==> config.mk <==
export PLATFORM = sky130hd
export DESIGN_NAME = smio_top
export DESIGN_NICKNAME = d
export VERILOG_FILES = /design/src/common/smio_pkg.sv /design/src/hdl/smio_top.sv
export SDC_FILE = /design/constraint.sdc
export NUM_CORES = 2
export LEC_CHECK = 0
export ABC_AREA = 1
export BUFFER_PORTS_ARGS = -buffer_cell sky130_fd_sc_hd__buf_4
export CORE_ASPECT_RATIO = 0.5
export CORE_UTILIZATION = 65
export CTS_CLUSTER_SIZE = 28
export DETAILED_ROUTE_END_ITERATION = 8
export GPL_ROUTABILITY_DRIVEN = 0
export PLACE_DENSITY = 0.83
export SLEW_MARGIN = 20
export SYNTH_ARGS = -nofsm -noshare
export SYNTH_HDL_FRONTEND = slang
export SYNTH_SLANG_ARGS = --single-unit
==> constraint.sdc <==
create_clock -name CLOCK -period 13.21 [get_ports CLOCK]
set_input_delay 2.642 -clock CLOCK [delete_from_list [all_inputs] [get_ports CLOCK]]
set_output_delay 2.642 -clock CLOCK [all_outputs]
set_load 0.02 [all_outputs]
==> src/common/smio_pkg.sv <==
// constants shared by the machine i/o conditioning block
package smio_pkg;
  // clock and timing
  localparam int CLOCK_KHZ       = 200000;
  localparam int DEBOUNCE_MS     = 50;
  localparam int DEBOUNCE_CYCLES = DEBOUNCE_MS * CLOCK_KHZ;
  localparam int UPDATE_US       = 125;
  localparam int UPDATE_CYCLES   = UPDATE_US * CLOCK_KHZ / 1000;
  localparam int CAPTURE_MAX_NS  = 3000;
  localparam int CAPTURE_CYCLES  = CAPTURE_MAX_NS * CLOCK_KHZ / 1000000;
  // register byte offsets
  localparam logic [7:0] ADDR_CONTROL = 8'h00;
  localparam logic [7:0] ADDR_STATUS  = 8'h04;
  localparam logic [7:0] ADDR_CAP1    = 8'h08;
  localparam logic [7:0] ADDR_CAP2    = 8'h0C;
  localparam logic [7:0] ADDR_AIN1    = 8'h10;
  localparam logic [7:0] ADDR_AIN2    = 8'h14;
  localparam logic [7:0] ADDR_GAIN1   = 8'h18;
  localparam logic [7:0] ADDR_GAIN2   = 8'h1C;
  localparam logic [7:0] ADDR_FILTER  = 8'h20;
  // control fields
  localparam int CTL_SERVO_ON = 0;
  localparam int CTL_HW_REQ   = 1;
  localparam int CTL_HARD_LIM = 2;
  localparam int CTL_LINEAR   = 3;
  localparam int CTL_POL      = 4;
  localparam int CTL_ARM      = 6;
  // status fields
  localparam int ST_ENABLE = 0;
  localparam int ST_DRIVE  = 1;
  localparam int ST_HOME   = 2;
  localparam int ST_POS    = 3;
  localparam int ST_NEG    = 4;
  localparam int ST_OVT    = 5;
  localparam int ST_ARMED  = 6;
  localparam int ST_DONE   = 8;
  // filter field
  localparam int FLT_ALPHA2 = 8;
  // reset values and scaling
  localparam logic [15:0] GAIN1_RESET = 16'h0189;
  localparam logic [15:0] GAIN2_RESET = 16'h199A;
  localparam logic [7:0]  ALPHA_MIN   = 8'h8B;
  localparam logic [7:0]  ALPHA_MAX   = 8'hF5;
  localparam logic [17:0] AIN_SCALE   = 18'h1_388B;
  localparam logic signed [11:0] MON_MAX = 12'sh7FF;
  localparam logic signed [11:0] MON_MIN = -12'sh7FF;
endpackage

==> src/hdl/smio_top.sv <==
// machine i/o conditioning: debounce, capture, analog in and monitor out
// Overview of operation
// - enable input is active high; asserted permits the drive
// - with hw-enable option, servo-on needs the enable input; otherwise servo-on alone
// - enable input gets 50 ms debounce before acting
// - enable, home and limits are judged by level, not edges
// - home status follows debounced home input, 50 ms
// - overtravel flagged when either limit input drops
// - limit status reads 1 when input closed and drive ready
// - hard limits only with linear conversion; need both limit inputs powered
// - limit inputs get 50 ms debounce
// - each capture input triggers on a programmed rising or falling edge
// - qualifying edge latches axis position within 3 us into own result
// - two analog inputs, signed 14-bit samples
// - analog inputs refreshed every 125 us, plus or minus 10 V
// - analog inputs get no gain, offset or fault
// - analog value divided by 100 gives percent of full scale
// - two monitor outputs, signed 12-bit codes
// - monitor outputs updated every 125 us, zero code is 0 V
// - defaults: monitor 1 velocity gain 0.0060, monitor 2 torque gain 0.1
// - each monitor has a single-pole low-pass filter, 1 to 4 kHz
//
// The register addresses and register access over APB were chosen for this implementation.
`timescale 1ns/1ps
`default_nettype none
module smio_top #(
  parameter int DEBOUNCE_CYCLES = smio_pkg::DEBOUNCE_CYCLES,
  parameter int UPDATE_CYCLES   = smio_pkg::UPDATE_CYCLES
) (
  input  wire logic               CLOCK,
  input  wire logic               RST_N,
  input  wire logic               PSEL,
  input  wire logic               PENABLE,
  input  wire logic               PWRITE,
  input  wire logic [7:0]         PADDR,
  input  wire logic [31:0]        PWDATA,
  output logic      [31:0]        PRDATA,
  output logic                    PREADY,
  output logic                    PSLVERR,
  input  wire logic               ENABLE_IN,
  input  wire logic               HOME_IN,
  input  wire logic               POS_LIMIT_IN,
  input  wire logic               NEG_LIMIT_IN,
  input  wire logic               CAPTURE_1_IN,
  input  wire logic               CAPTURE_2_IN,
  input  wire logic [31:0]        AXIS_POSITION,
  input  wire logic signed [13:0] AIN_1_CODE,
  input  wire logic signed [13:0] AIN_2_CODE,
  input  wire logic signed [15:0] VELOCITY,
  input  wire logic signed [15:0] TORQUE,
  output logic                    DRIVE_ENABLE,
  output logic                    HOME_STATUS,
  output logic                    POS_LIMIT_STATUS,
  output logic                    NEG_LIMIT_STATUS,
  output logic                    OVERTRAVEL,
  output logic      [11:0]        AOUT_1,
  output logic      [11:0]        AOUT_2,
  output logic                    AOUT_UPDATE
);

  typedef struct packed {
    logic [5:0]              sync1;
    logic [5:0]              sync2;
    logic [1:0]              cap_prev;
    logic [3:0]              stable;
    logic [3:0][23:0]        db_cnt;
    logic                    servo_on;
    logic                    hw_req;
    logic                    hard_lim;
    logic                    linear;
    logic [1:0]              cap_pol;
    logic [1:0]              cap_armed;
    logic [1:0]              cap_done;
    logic [1:0][31:0]        cap_pos;
    logic [1:0][15:0]        ain;
    logic [1:0][15:0]        gain;
    logic [1:0][7:0]         alpha;
    logic [1:0][11:0]        mon;
    logic [15:0]             tick_cnt;
    logic                    aout_strobe;
    logic                    drive_en;
    logic                    stat_pos;
    logic                    stat_neg;
    logic                    ovt;
    logic [31:0]             prdata;
    logic                    pready;
    logic                    pslverr;
  } smio_state_t;

  smio_state_t r;
  smio_state_t next_r;

  // address is one of the mapped words
  function automatic logic reg_hit(input logic [7:0] a);
    reg_hit = (a <= smio_pkg::ADDR_FILTER) && (a[1:0] == 2'h0);
  endfunction

  // keep corner between 1 and 4 kHz
  function automatic logic [7:0] alpha_clamp(input logic [7:0] v);
    if (v < smio_pkg::ALPHA_MIN)
      alpha_clamp = smio_pkg::ALPHA_MIN;
    else if (v > smio_pkg::ALPHA_MAX)
      alpha_clamp = smio_pkg::ALPHA_MAX;
    else
      alpha_clamp = v;
  endfunction

  // raw sample to hundredths of a percent
  function automatic logic [15:0] ain_scale(input logic signed [13:0] c);
    logic signed [32:0] p;
    p = c * $signed({1'b0, smio_pkg::AIN_SCALE});
    ain_scale = p[31:16];
  endfunction

  // parameter times gain, clipped to 12-bit range
  function automatic logic signed [11:0] mon_target(input logic signed [15:0] v,
                                                   input logic [15:0] g);
    logic signed [33:0] p;
    p = v * $signed({1'b0, g});
    p = p >>> 16;
    if (p > 34'(smio_pkg::MON_MAX))
      mon_target = smio_pkg::MON_MAX;
    else if (p < 34'(smio_pkg::MON_MIN))
      mon_target = smio_pkg::MON_MIN;
    else
      mon_target = p[11:0];
  endfunction

  // single-pole step: y += alpha * (x - y)
  function automatic logic [11:0] lp_step(input logic signed [11:0] y,
                                          input logic signed [11:0] x,
                                          input logic [7:0] a);
    logic signed [12:0] d;
    logic signed [21:0] s;
    d = 13'(x) - 13'(y);
    s = d * $signed({1'b0, a});
    s = 22'(y) + (s >>> 8);
    lp_step = s[11:0];
  endfunction

  logic [1:0] cap_edge;
  logic       wr_en;
  logic       setup;
  logic       tick;

  // next state of the whole block
  always_comb begin
    next_r = r;
    setup  = PSEL & ~PENABLE;
    wr_en  = PSEL & PENABLE & r.pready & PWRITE & reg_hit(PADDR);
    tick   = (r.tick_cnt == 16'(UPDATE_CYCLES - 1));
    // pin synchronisers
    next_r.sync1 = {CAPTURE_2_IN, CAPTURE_1_IN, NEG_LIMIT_IN, POS_LIMIT_IN, HOME_IN, ENABLE_IN};
    next_r.sync2 = r.sync1;
    next_r.cap_prev = r.sync2[5:4];
    for (int i = 0; i < 4; i++) begin
      if (r.sync2[i] == r.stable[i]) begin
        next_r.db_cnt[i] = '0;
      end else if (r.db_cnt[i] == 24'(DEBOUNCE_CYCLES - 1)) begin
        next_r.stable[i] = r.sync2[i];
        next_r.db_cnt[i] = '0;
      end else begin
        next_r.db_cnt[i] = r.db_cnt[i] + 24'h00_0001;
      end
    end
    next_r.drive_en = r.servo_on & (~r.hw_req | r.stable[0]);
    next_r.stat_pos = r.stable[2] & r.drive_en;
    next_r.stat_neg = r.stable[3] & r.drive_en;
    next_r.ovt = r.hard_lim & r.linear & ~(r.stable[2] & r.stable[3]);
    // apb register writes
    if (wr_en) begin
      case (PADDR)
        smio_pkg::ADDR_CONTROL: begin
          next_r.servo_on = PWDATA[smio_pkg::CTL_SERVO_ON];
          next_r.hw_req   = PWDATA[smio_pkg::CTL_HW_REQ];
          next_r.linear   = PWDATA[smio_pkg::CTL_LINEAR];
          next_r.hard_lim = PWDATA[smio_pkg::CTL_HARD_LIM] & PWDATA[smio_pkg::CTL_LINEAR];
          next_r.cap_pol  = PWDATA[smio_pkg::CTL_POL +: 2];
          for (int i = 0; i < 2; i++) begin
            if (PWDATA[smio_pkg::CTL_ARM + i]) begin
              next_r.cap_armed[i] = 1'b1;
              next_r.cap_done[i]  = 1'b0;
            end
          end
        end
        smio_pkg::ADDR_GAIN1: next_r.gain[0] = PWDATA[15:0];
        smio_pkg::ADDR_GAIN2: next_r.gain[1] = PWDATA[15:0];
        smio_pkg::ADDR_FILTER: begin
          next_r.alpha[0] = alpha_clamp(PWDATA[7:0]);
          next_r.alpha[1] = alpha_clamp(PWDATA[smio_pkg::FLT_ALPHA2 +: 8]);
        end
        default: ;
      endcase
    end
    // edge capture, event wins over re-arm
    for (int i = 0; i < 2; i++) begin
      cap_edge[i] = r.cap_pol[i] ? (r.sync2[4 + i] & ~r.cap_prev[i])
                                 : (~r.sync2[4 + i] & r.cap_prev[i]);
      if (r.cap_armed[i] && cap_edge[i]) begin
        next_r.cap_pos[i]   = AXIS_POSITION;
        next_r.cap_armed[i] = 1'b0;
        next_r.cap_done[i]  = 1'b1;
      end
    end
    next_r.aout_strobe = tick;
    next_r.tick_cnt    = tick ? '0 : r.tick_cnt + 16'h0001;
    if (tick) begin
      next_r.ain[0] = ain_scale(AIN_1_CODE);
      next_r.ain[1] = ain_scale(AIN_2_CODE);
      next_r.mon[0] = lp_step(r.mon[0], mon_target(VELOCITY, r.gain[0]), r.alpha[0]);
      next_r.mon[1] = lp_step(r.mon[1], mon_target(TORQUE, r.gain[1]), r.alpha[1]);
    end
    // apb answer, ready in the access cycle
    next_r.pready  = setup;
    next_r.pslverr = setup & ~reg_hit(PADDR);
    next_r.prdata  = '0;
    if (setup && !PWRITE) begin
      case (PADDR)
        smio_pkg::ADDR_CONTROL:
          next_r.prdata = {24'h00_0000, r.cap_armed, r.cap_pol, r.linear, r.hard_lim, r.hw_req, r.servo_on};
        smio_pkg::ADDR_STATUS:
          next_r.prdata = {22'h00_0000, r.cap_done, r.cap_armed, r.ovt, r.stat_neg, r.stat_pos,
                           r.stable[1], r.drive_en, r.stable[0]};
        smio_pkg::ADDR_CAP1:   next_r.prdata = r.cap_pos[0];
        smio_pkg::ADDR_CAP2:   next_r.prdata = r.cap_pos[1];
        smio_pkg::ADDR_AIN1:   next_r.prdata = {{16{r.ain[0][15]}}, r.ain[0]};
        smio_pkg::ADDR_AIN2:   next_r.prdata = {{16{r.ain[1][15]}}, r.ain[1]};
        smio_pkg::ADDR_GAIN1:  next_r.prdata = {16'h0000, r.gain[0]};
        smio_pkg::ADDR_GAIN2:  next_r.prdata = {16'h0000, r.gain[1]};
        smio_pkg::ADDR_FILTER: next_r.prdata = {16'h0000, r.alpha[1], r.alpha[0]};
        default:               next_r.prdata = '0;
      endcase
    end
  end

  // state register
  always_ff @(posedge CLOCK or negedge RST_N) begin
    if (!RST_N) begin
      r          <= '0;
      r.gain[0]  <= smio_pkg::GAIN1_RESET;
      r.gain[1]  <= smio_pkg::GAIN2_RESET;
      r.alpha[0] <= smio_pkg::ALPHA_MIN;
      r.alpha[1] <= smio_pkg::ALPHA_MIN;
    end else begin
      r <= next_r;
    end
  end

  // outputs straight from state flops
  assign PRDATA           = r.prdata;
  assign PREADY           = r.pready;
  assign PSLVERR          = r.pslverr;
  assign DRIVE_ENABLE     = r.drive_en;
  assign HOME_STATUS      = r.stable[1];
  assign POS_LIMIT_STATUS = r.stat_pos;
  assign NEG_LIMIT_STATUS = r.stat_neg;
  assign OVERTRAVEL       = r.ovt;
  assign AOUT_1           = r.mon[0];
  assign AOUT_2           = r.mon[1];
  assign AOUT_UPDATE      = r.aout_strobe;

  // checks on the block's own behaviour
  a_enable_level: assert property (
    @(posedge CLOCK) disable iff (!RST_N)
    (r.servo_on && r.hw_req && !r.stable[0]) |=> !DRIVE_ENABLE)
    else $error("drive enabled with enable input low");
  a_drive_gate: assert property (
    @(posedge CLOCK) disable iff (!RST_N)
    DRIVE_ENABLE |-> $past(r.servo_on) && (!$past(r.hw_req) || $past(r.stable[0])))
    else $error("drive enabled without its conditions");
  a_enable_debounce: assert property (
    @(posedge CLOCK) disable iff (!RST_N)
    $changed(r.stable[0]) |-> $past(r.db_cnt[0]) == 24'(DEBOUNCE_CYCLES - 1))
    else $error("enable level changed before debounce expired");
  a_home_debounce: assert property (
    @(posedge CLOCK) disable iff (!RST_N)
    $changed(HOME_STATUS) |-> $past(r.db_cnt[1]) == 24'(DEBOUNCE_CYCLES - 1))
    else $error("home status changed before debounce expired");
  a_glitch_reject: assert property (
    @(posedge CLOCK) disable iff (!RST_N)
    (r.sync2[1] != r.stable[1]) ##1 (r.sync2[1] == r.stable[1]) |=> r.db_cnt[1] == 24'h00_0000)
    else $error("debounce count not restarted after glitch");
  a_overtravel_flag: assert property (
    @(posedge CLOCK) disable iff (!RST_N)
    (r.hard_lim && r.linear && !r.stable[3]) |=> OVERTRAVEL)
    else $error("negative limit loss not flagged");
  a_limit_status: assert property (
    @(posedge CLOCK) disable iff (!RST_N)
    POS_LIMIT_STATUS |-> $past(r.stable[2]) && $past(r.drive_en))
    else $error("limit status set while open or not ready");
  a_hard_linear: assert property (
    @(posedge CLOCK) disable iff (!RST_N)
    r.hard_lim |-> r.linear)
    else $error("hard limits active without linear conversion");
  a_limit_debounce: assert property (
    @(posedge CLOCK) disable iff (!RST_N)
    $changed(r.stable[2]) |-> $past(r.db_cnt[2]) == 24'(DEBOUNCE_CYCLES - 1))
    else $error("limit level changed before debounce expired");
  a_capture_edge: assert property (
    @(posedge CLOCK) disable iff (!RST_N)
    $rose(r.cap_done[0]) |-> $past(r.cap_pol[0]) == $past(r.sync2[4]))
    else $error("capture on wrong edge polarity");
  a_capture_value: assert property (
    @(posedge CLOCK) disable iff (!RST_N)
    (r.cap_armed[1] && cap_edge[1]) |=> r.cap_pos[1] == $past(AXIS_POSITION) && !r.cap_armed[1])
    else $error("capture did not latch position");
  a_update_period: assert property (
    @(posedge CLOCK) disable iff (!RST_N)
    AOUT_UPDATE |-> r.tick_cnt == 16'h0000 ##1 !AOUT_UPDATE [*2])
    else $error("monitor update period broken");
  a_mon_saturate: assert property (
    @(posedge CLOCK) disable iff (!RST_N)
    AOUT_1 != 12'h800 && AOUT_2 != 12'h800)
    else $error("monitor code beyond range");
  a_apb_ready: assert property (
    @(posedge CLOCK) disable iff (!RST_N)
    (PSEL && !PENABLE) |=> PREADY ##1 !PREADY)
    else $error("apb ready not one access cycle");

endmodule // smio_top
`default_nettype wire

==> results.ini, run 1 <==
[floorplan]
dieHeight_um=201.7
start_util_pct=66.36
die_w_um=401.3
ios=207
row_count=72

[synthesis]
synth_cells=6692
synth_top_family_by_area=adder cells
synth.area.mux_share_pct=0.08208
yosys.area_share.simple_pct=19.13
ys.flop_type=dfrtp_1
synth_xor_area_share_pct=1.656
yosys.area_share.adder_pct=40.78
async_flop_share_pct=100.0
ys_ff_latch=347
synth_fp_nets=8130
netlist_area_um2=51830
ys_warn_count=0
syn_area_per_cell_um2=7.745
synth.distinct_cells=62
ys_seq_area_share_pct=16.80
synth_compound_area_share_pct=7.293
synth-edff-count=0

[clock_tree]
h-tree-depth=2
cts_buffers=37
cts_root_buffer=clkbuf_16
cts_sinks=347
clockBufferDepth=3

[outcome]
outcome.stop_stage=global routing
firstError=[ERROR GRT-0232] Routing congestion too high. Check the congestion heatmap in the GUI.
status=did not finish

[grt]
grt.overflow.total=51
grt_util_all_layers_pct=65.35
antenna_found_initial=50
grt_max_degree=122

[timing]
grt_repair_worst_endpoint=AOUT_1[11]$_DFFE_PN0P_/D
endpoint_type=sequential cell input

[placed_design]
dp.cells=8119
io_buffers=190
dpl.hpwl_mm=117.1

==> repair_timing <==
item                       in CTS
resized for setup             370
buffers inserted               72
pin swaps                     256
setup endpoints to repair      19
cloned                          3
hold buffers                    0
==> logic make-up after synthesis <==
family	after synthesis
xor gates and xnor gates	98
buffers and inverters	1903
adders and majority gates	1295
DFF	347
and+or+nand+nor	2373
AOI/OAI and AO/OA	672
muxes	4
==> routing by layer <==
metal  GRT overflow  global-route usage [%]
met5              0                   44.44
met3             11                   54.38
met2             13                   81.10
met4             22                   54.64
met1              5                   65.20
==> per-stage QoR <==
stage / utilization, % / cell area [µm²] / setup TNS [ns] / setup slack [ns]
floorplan: - / 52930 / -1.819 / -0.4714
global placement: 73.76 / 57610 / -17.22 / -1.431
detailed placement: 73.76 / 57610 / -22.26 / -1.611
CTS: 77.88 / 60830 / -4.350 / -0.6344
==> cells in the mapped netlist (4+ instances only) <==
master	instances	area [µm²]
inv_1	1647	6182
nand2_1	1475	5537
fa_1	657	13150
ha_1	638	7983
nor2_1	433	1625
dfrtp_1	328	8208
o21ai_0	244	1221
a21oi_1	243	1216
nand3_1	185	925.9
clkbuf_1	158	593.1
nand4_1	77	481.7
nor3_1	71	355.3
xor2_1	62	543.0
buf_4	58	435.4
or2_2	47	294.0
xnor2_1	36	315.3
a31oi_1	31	193.9
a221oi_1	30	262.8
nor4_1	24	150.1
a21o_1	21	157.7
o21ai_1	20	100.1
dfstp_2	19	499.2
o22ai_1	19	118.9
buf_2	15	75.07
o21bai_1	15	112.6
inv_2	12	45.04
a211oi_1	11	82.58
o2111ai_1	9	78.83
o21a_1	9	67.56
nor3_2	8	80.08
buf_1	7	26.28
and3_1	6	37.54
nor2_4	6	67.56
nor3b_1	6	45.04
and2_1	5	31.28
clkinv_1	5	18.77
nand2_2	5	31.28
nand3b_1	5	37.54
nor2_2	4	25.02
o211ai_1	4	30.03
==> run 2, diff against run 1 <==
--- a/config.mk
+++ b/config.mk
@@ -7,12 +7,10 @@
 export LEC_CHECK = 0
 export ABC_AREA = 1
 export BUFFER_PORTS_ARGS = -buffer_cell sky130_fd_sc_hd__buf_4
-export CORE_ASPECT_RATIO = 0.5
-export CORE_UTILIZATION = 65
-export CTS_CLUSTER_SIZE = 28
+export CORE_UTILIZATION = 40
 export DETAILED_ROUTE_END_ITERATION = 8
 export GPL_ROUTABILITY_DRIVEN = 0
-export PLACE_DENSITY = 0.83
+export PLACE_DENSITY_LB_ADDON = 0.15
 export SLEW_MARGIN = 20
 export SYNTH_ARGS = -nofsm -noshare
 export SYNTH_HDL_FRONTEND = slang
==> run 2 against run 1 <==
The flow now finishes, with violations (negative setup slack). Synthesized area unchanged. Synthesized cell count unchanged.
==> results.ini, run 2 <==
[drt]
routed_via_density=4.877
vias=44070
drc_errors=0
wl_per_cell_um=16.48
drt_iter0_markers=2470
wl_mm=148.9
postRouteAntennaNets=0
dr.pass1.iters=6

[clock_tree]
h-tree-depth=2
cts_tree=yes
cts_buffers=43
cts_root_buffer=clkbuf_16
clkLatencyLatePin_ns=0.62
clockBufferDepth=3
cts_sinks=347
clk_pin_slew_ns=0.06
cts_hold_buf=0

[floorplan]
ios=207
dieHeight_um=362.0
start_util_pct=40.49
dieArea_um2=131000
row_count=131
die_w_um=362.0
core_um2=128000

[grt]
grt_pass1_vias=45400
grt.overflow.total=0
grt_max_degree=165
grt_util_all_layers_pct=23.18
grt_pass1_wl_mm=241.5
antenna_found_initial=13

[timing]
rsz0062_at_grt=yes
tightest_slew_ns=1.058
finalSetupViolations=16
period_minus_slack_ns=13.94
worst_slack_ns=-0.7319
maxSlewHeadroom_pct=28.94
slew_viol_final=0
max_freq_mhz=71.73
timing.final.crit_share_pct=105.5
finalHoldViolCount=0
worst_clock_skew_ns=0.02266

[cells_and_area]
layout.nets=8704
top_register=r
area_growth_pct=22.62
layout_common_cells=inv_1 (1554), nand2_1 (1301), buf_4 (688), fa_1 (628), ha_1 (583)
largest_reg_flops=275
final_common_cell=inv_1
drive_gt1_share_pct=21.21
final_cell_area_um2=63550

[synthesis]
synth-edff-count=0
synth_commonest_cells=inv_1 (1647), nand2_1 (1475), fa_1 (657)
ys_warn_count=0
ys.flop_type=dfrtp_1
ys_top_cells_by_area=fa_1 (25%), dfrtp_1 (16%), ha_1 (15%)
ys_seq_area_share_pct=16.80
syn_area_per_cell_um2=7.745
synth.distinct_cells=62
synth_cells=6692
ys_ff_latch=347
async_flop_share_pct=100.0
synth_fp_nets=8130
synth.top_cell.area_share_pct=25.38
netlist_area_um2=51830
yosys.area.top_type=fa_1
synth.most_common_cell=inv_1

[worst_setup_path]
regToRegSetupSlack_ns=0.55
cp-start-kind=input pin
worst_path_max_delay_cell=fa_1
slowest_delay_ns=0.54
endpoint_kind=register
cpMostUsedCell=nand2_1
crit_required_ns=13.69
critPathMaxFanout=7
cp.arrival_ns=14.42
crit_type=input pin to register
worst-r2r-cell-count=65

[min_path]
hold_depth=0
min-delay-path-class=register to register

[placed_design]
placed_area_um2=58800
io_buffers=190
dpl.hpwl_mm=122.2
place_ws_ns=-1.655

[job]
maxCapViolCount=0

[outcome]
status=complete, but fails checks
failed_checks=negative setup slack

run 2: cell counts after synthesis:
No cell type changed its count.
run 2: layout make-up:
| class | instances | area [µm²] |
|---|---|---|
| Clock inverter | 15 | 247.7 |
| Multi-Input combinational cell | 4444 | 38680 |
| Antenna cell | 9 | 22.52 |
| Timing Repair Buffer | 766 | 6245 |
| Inverter | 1664 | 6266 |
| Fill cell | 12520 | 64460 |
| Clock buffer | 63 | 1221 |
| Sequential cell | 347 | 8707 |
| Tap cell | 1729 | 2163 |
run 2: what timing repair did:
| item | in CTS | in global routing |
|---|---|---|
| gates resized for setup | 403 | 291 |
| hold endpoints to repair | 0 | 0 |
| endpoints found under the setup margin | 18 | 22 |
| setup buffers | 56 | 46 |
| pin swaps | 250 | 238 |
| gates cloned | 5 | 0 |
run 2: routing by layer:
| metal | track usage, % | share of wire (%) |
|---|---|---|
| met1 | 32.28 | 45 |
| met3 | 2.981 | 5.8 |
| met5 | 0 | 0.028 |
| met4 | 5.475 | 2.1 |
| met2 | 38.13 | 47 |
run 2: worst max-delay path: cells and delay by family:
| kind | cells | cell delay [ns] |
|---|---|---|
| simple gates | 34 | 3.38 |
| buf+inv | 9 | 0.73 |
| xor+xnor | 2 | 0.52 |
| fa+ha+maj | 14 | 6.12 |
| compound gates | 8 | 0.98 |
run 2: path summary, 6_finish.rpt:
check	start	to
min in group asynchronous	RST_N	r[212]$_DFFE_PN0P_
max in group asynchronous	RST_N	r[126]$_DFFE_PN0P_
setup / recovery	TORQUE[7]	AOUT_2[11]$_DFFE_PN0P_
hold reg to reg	next_r[338]$_DFF_PN0_	r[338]$_DFF_PN0_
hold / removal	next_r[338]$_DFF_PN0_	r[338]$_DFF_PN0_
setup reg to reg	r[117]$_DFFE_PN0P_	AOUT_2[11]$_DFFE_PN0P_
run 2: metrics by stage:
| step | hold slack, ns | util [%] | setup TNS, ns | std cells |
|---|---|---|---|---|
| 2_1_floorplan | 0.3312 | - | -1.819 | 6692 |
| 4_1_cts | 0.3529 | 48.53 | -3.995 | 8986 |
| 5_1_grt | 0.3543 | 49.64 | -13.87 | 9033 |
| 3_5_place_dp | 0.3395 | 45.94 | -22.81 | 8853 |
| 3_3_place_gp | 0.3349 | 45.94 | -22.55 | 8853 |
| 6_report | 0.3501 | 49.64 | -5.302 | 9037 |
run 2: logic make-up after synthesis:
logic type               Yosys count  share of synthesized area [%]
AO/OA/AOI/OAI                    672                          7.293
multiplexers                       4                        0.08208
XOR/XNOR                          98                          1.656
flip-flops                       347                          16.80
AND/OR/NAND/NOR                 2373                          19.13
adder cells (fa/ha/maj)         1295                          40.78
buffers and inverters           1903                          14.25
Power of run 2 is not shown: default switching activity piles up to over one toggle a cycle in this logic, so the estimate is an artifact.
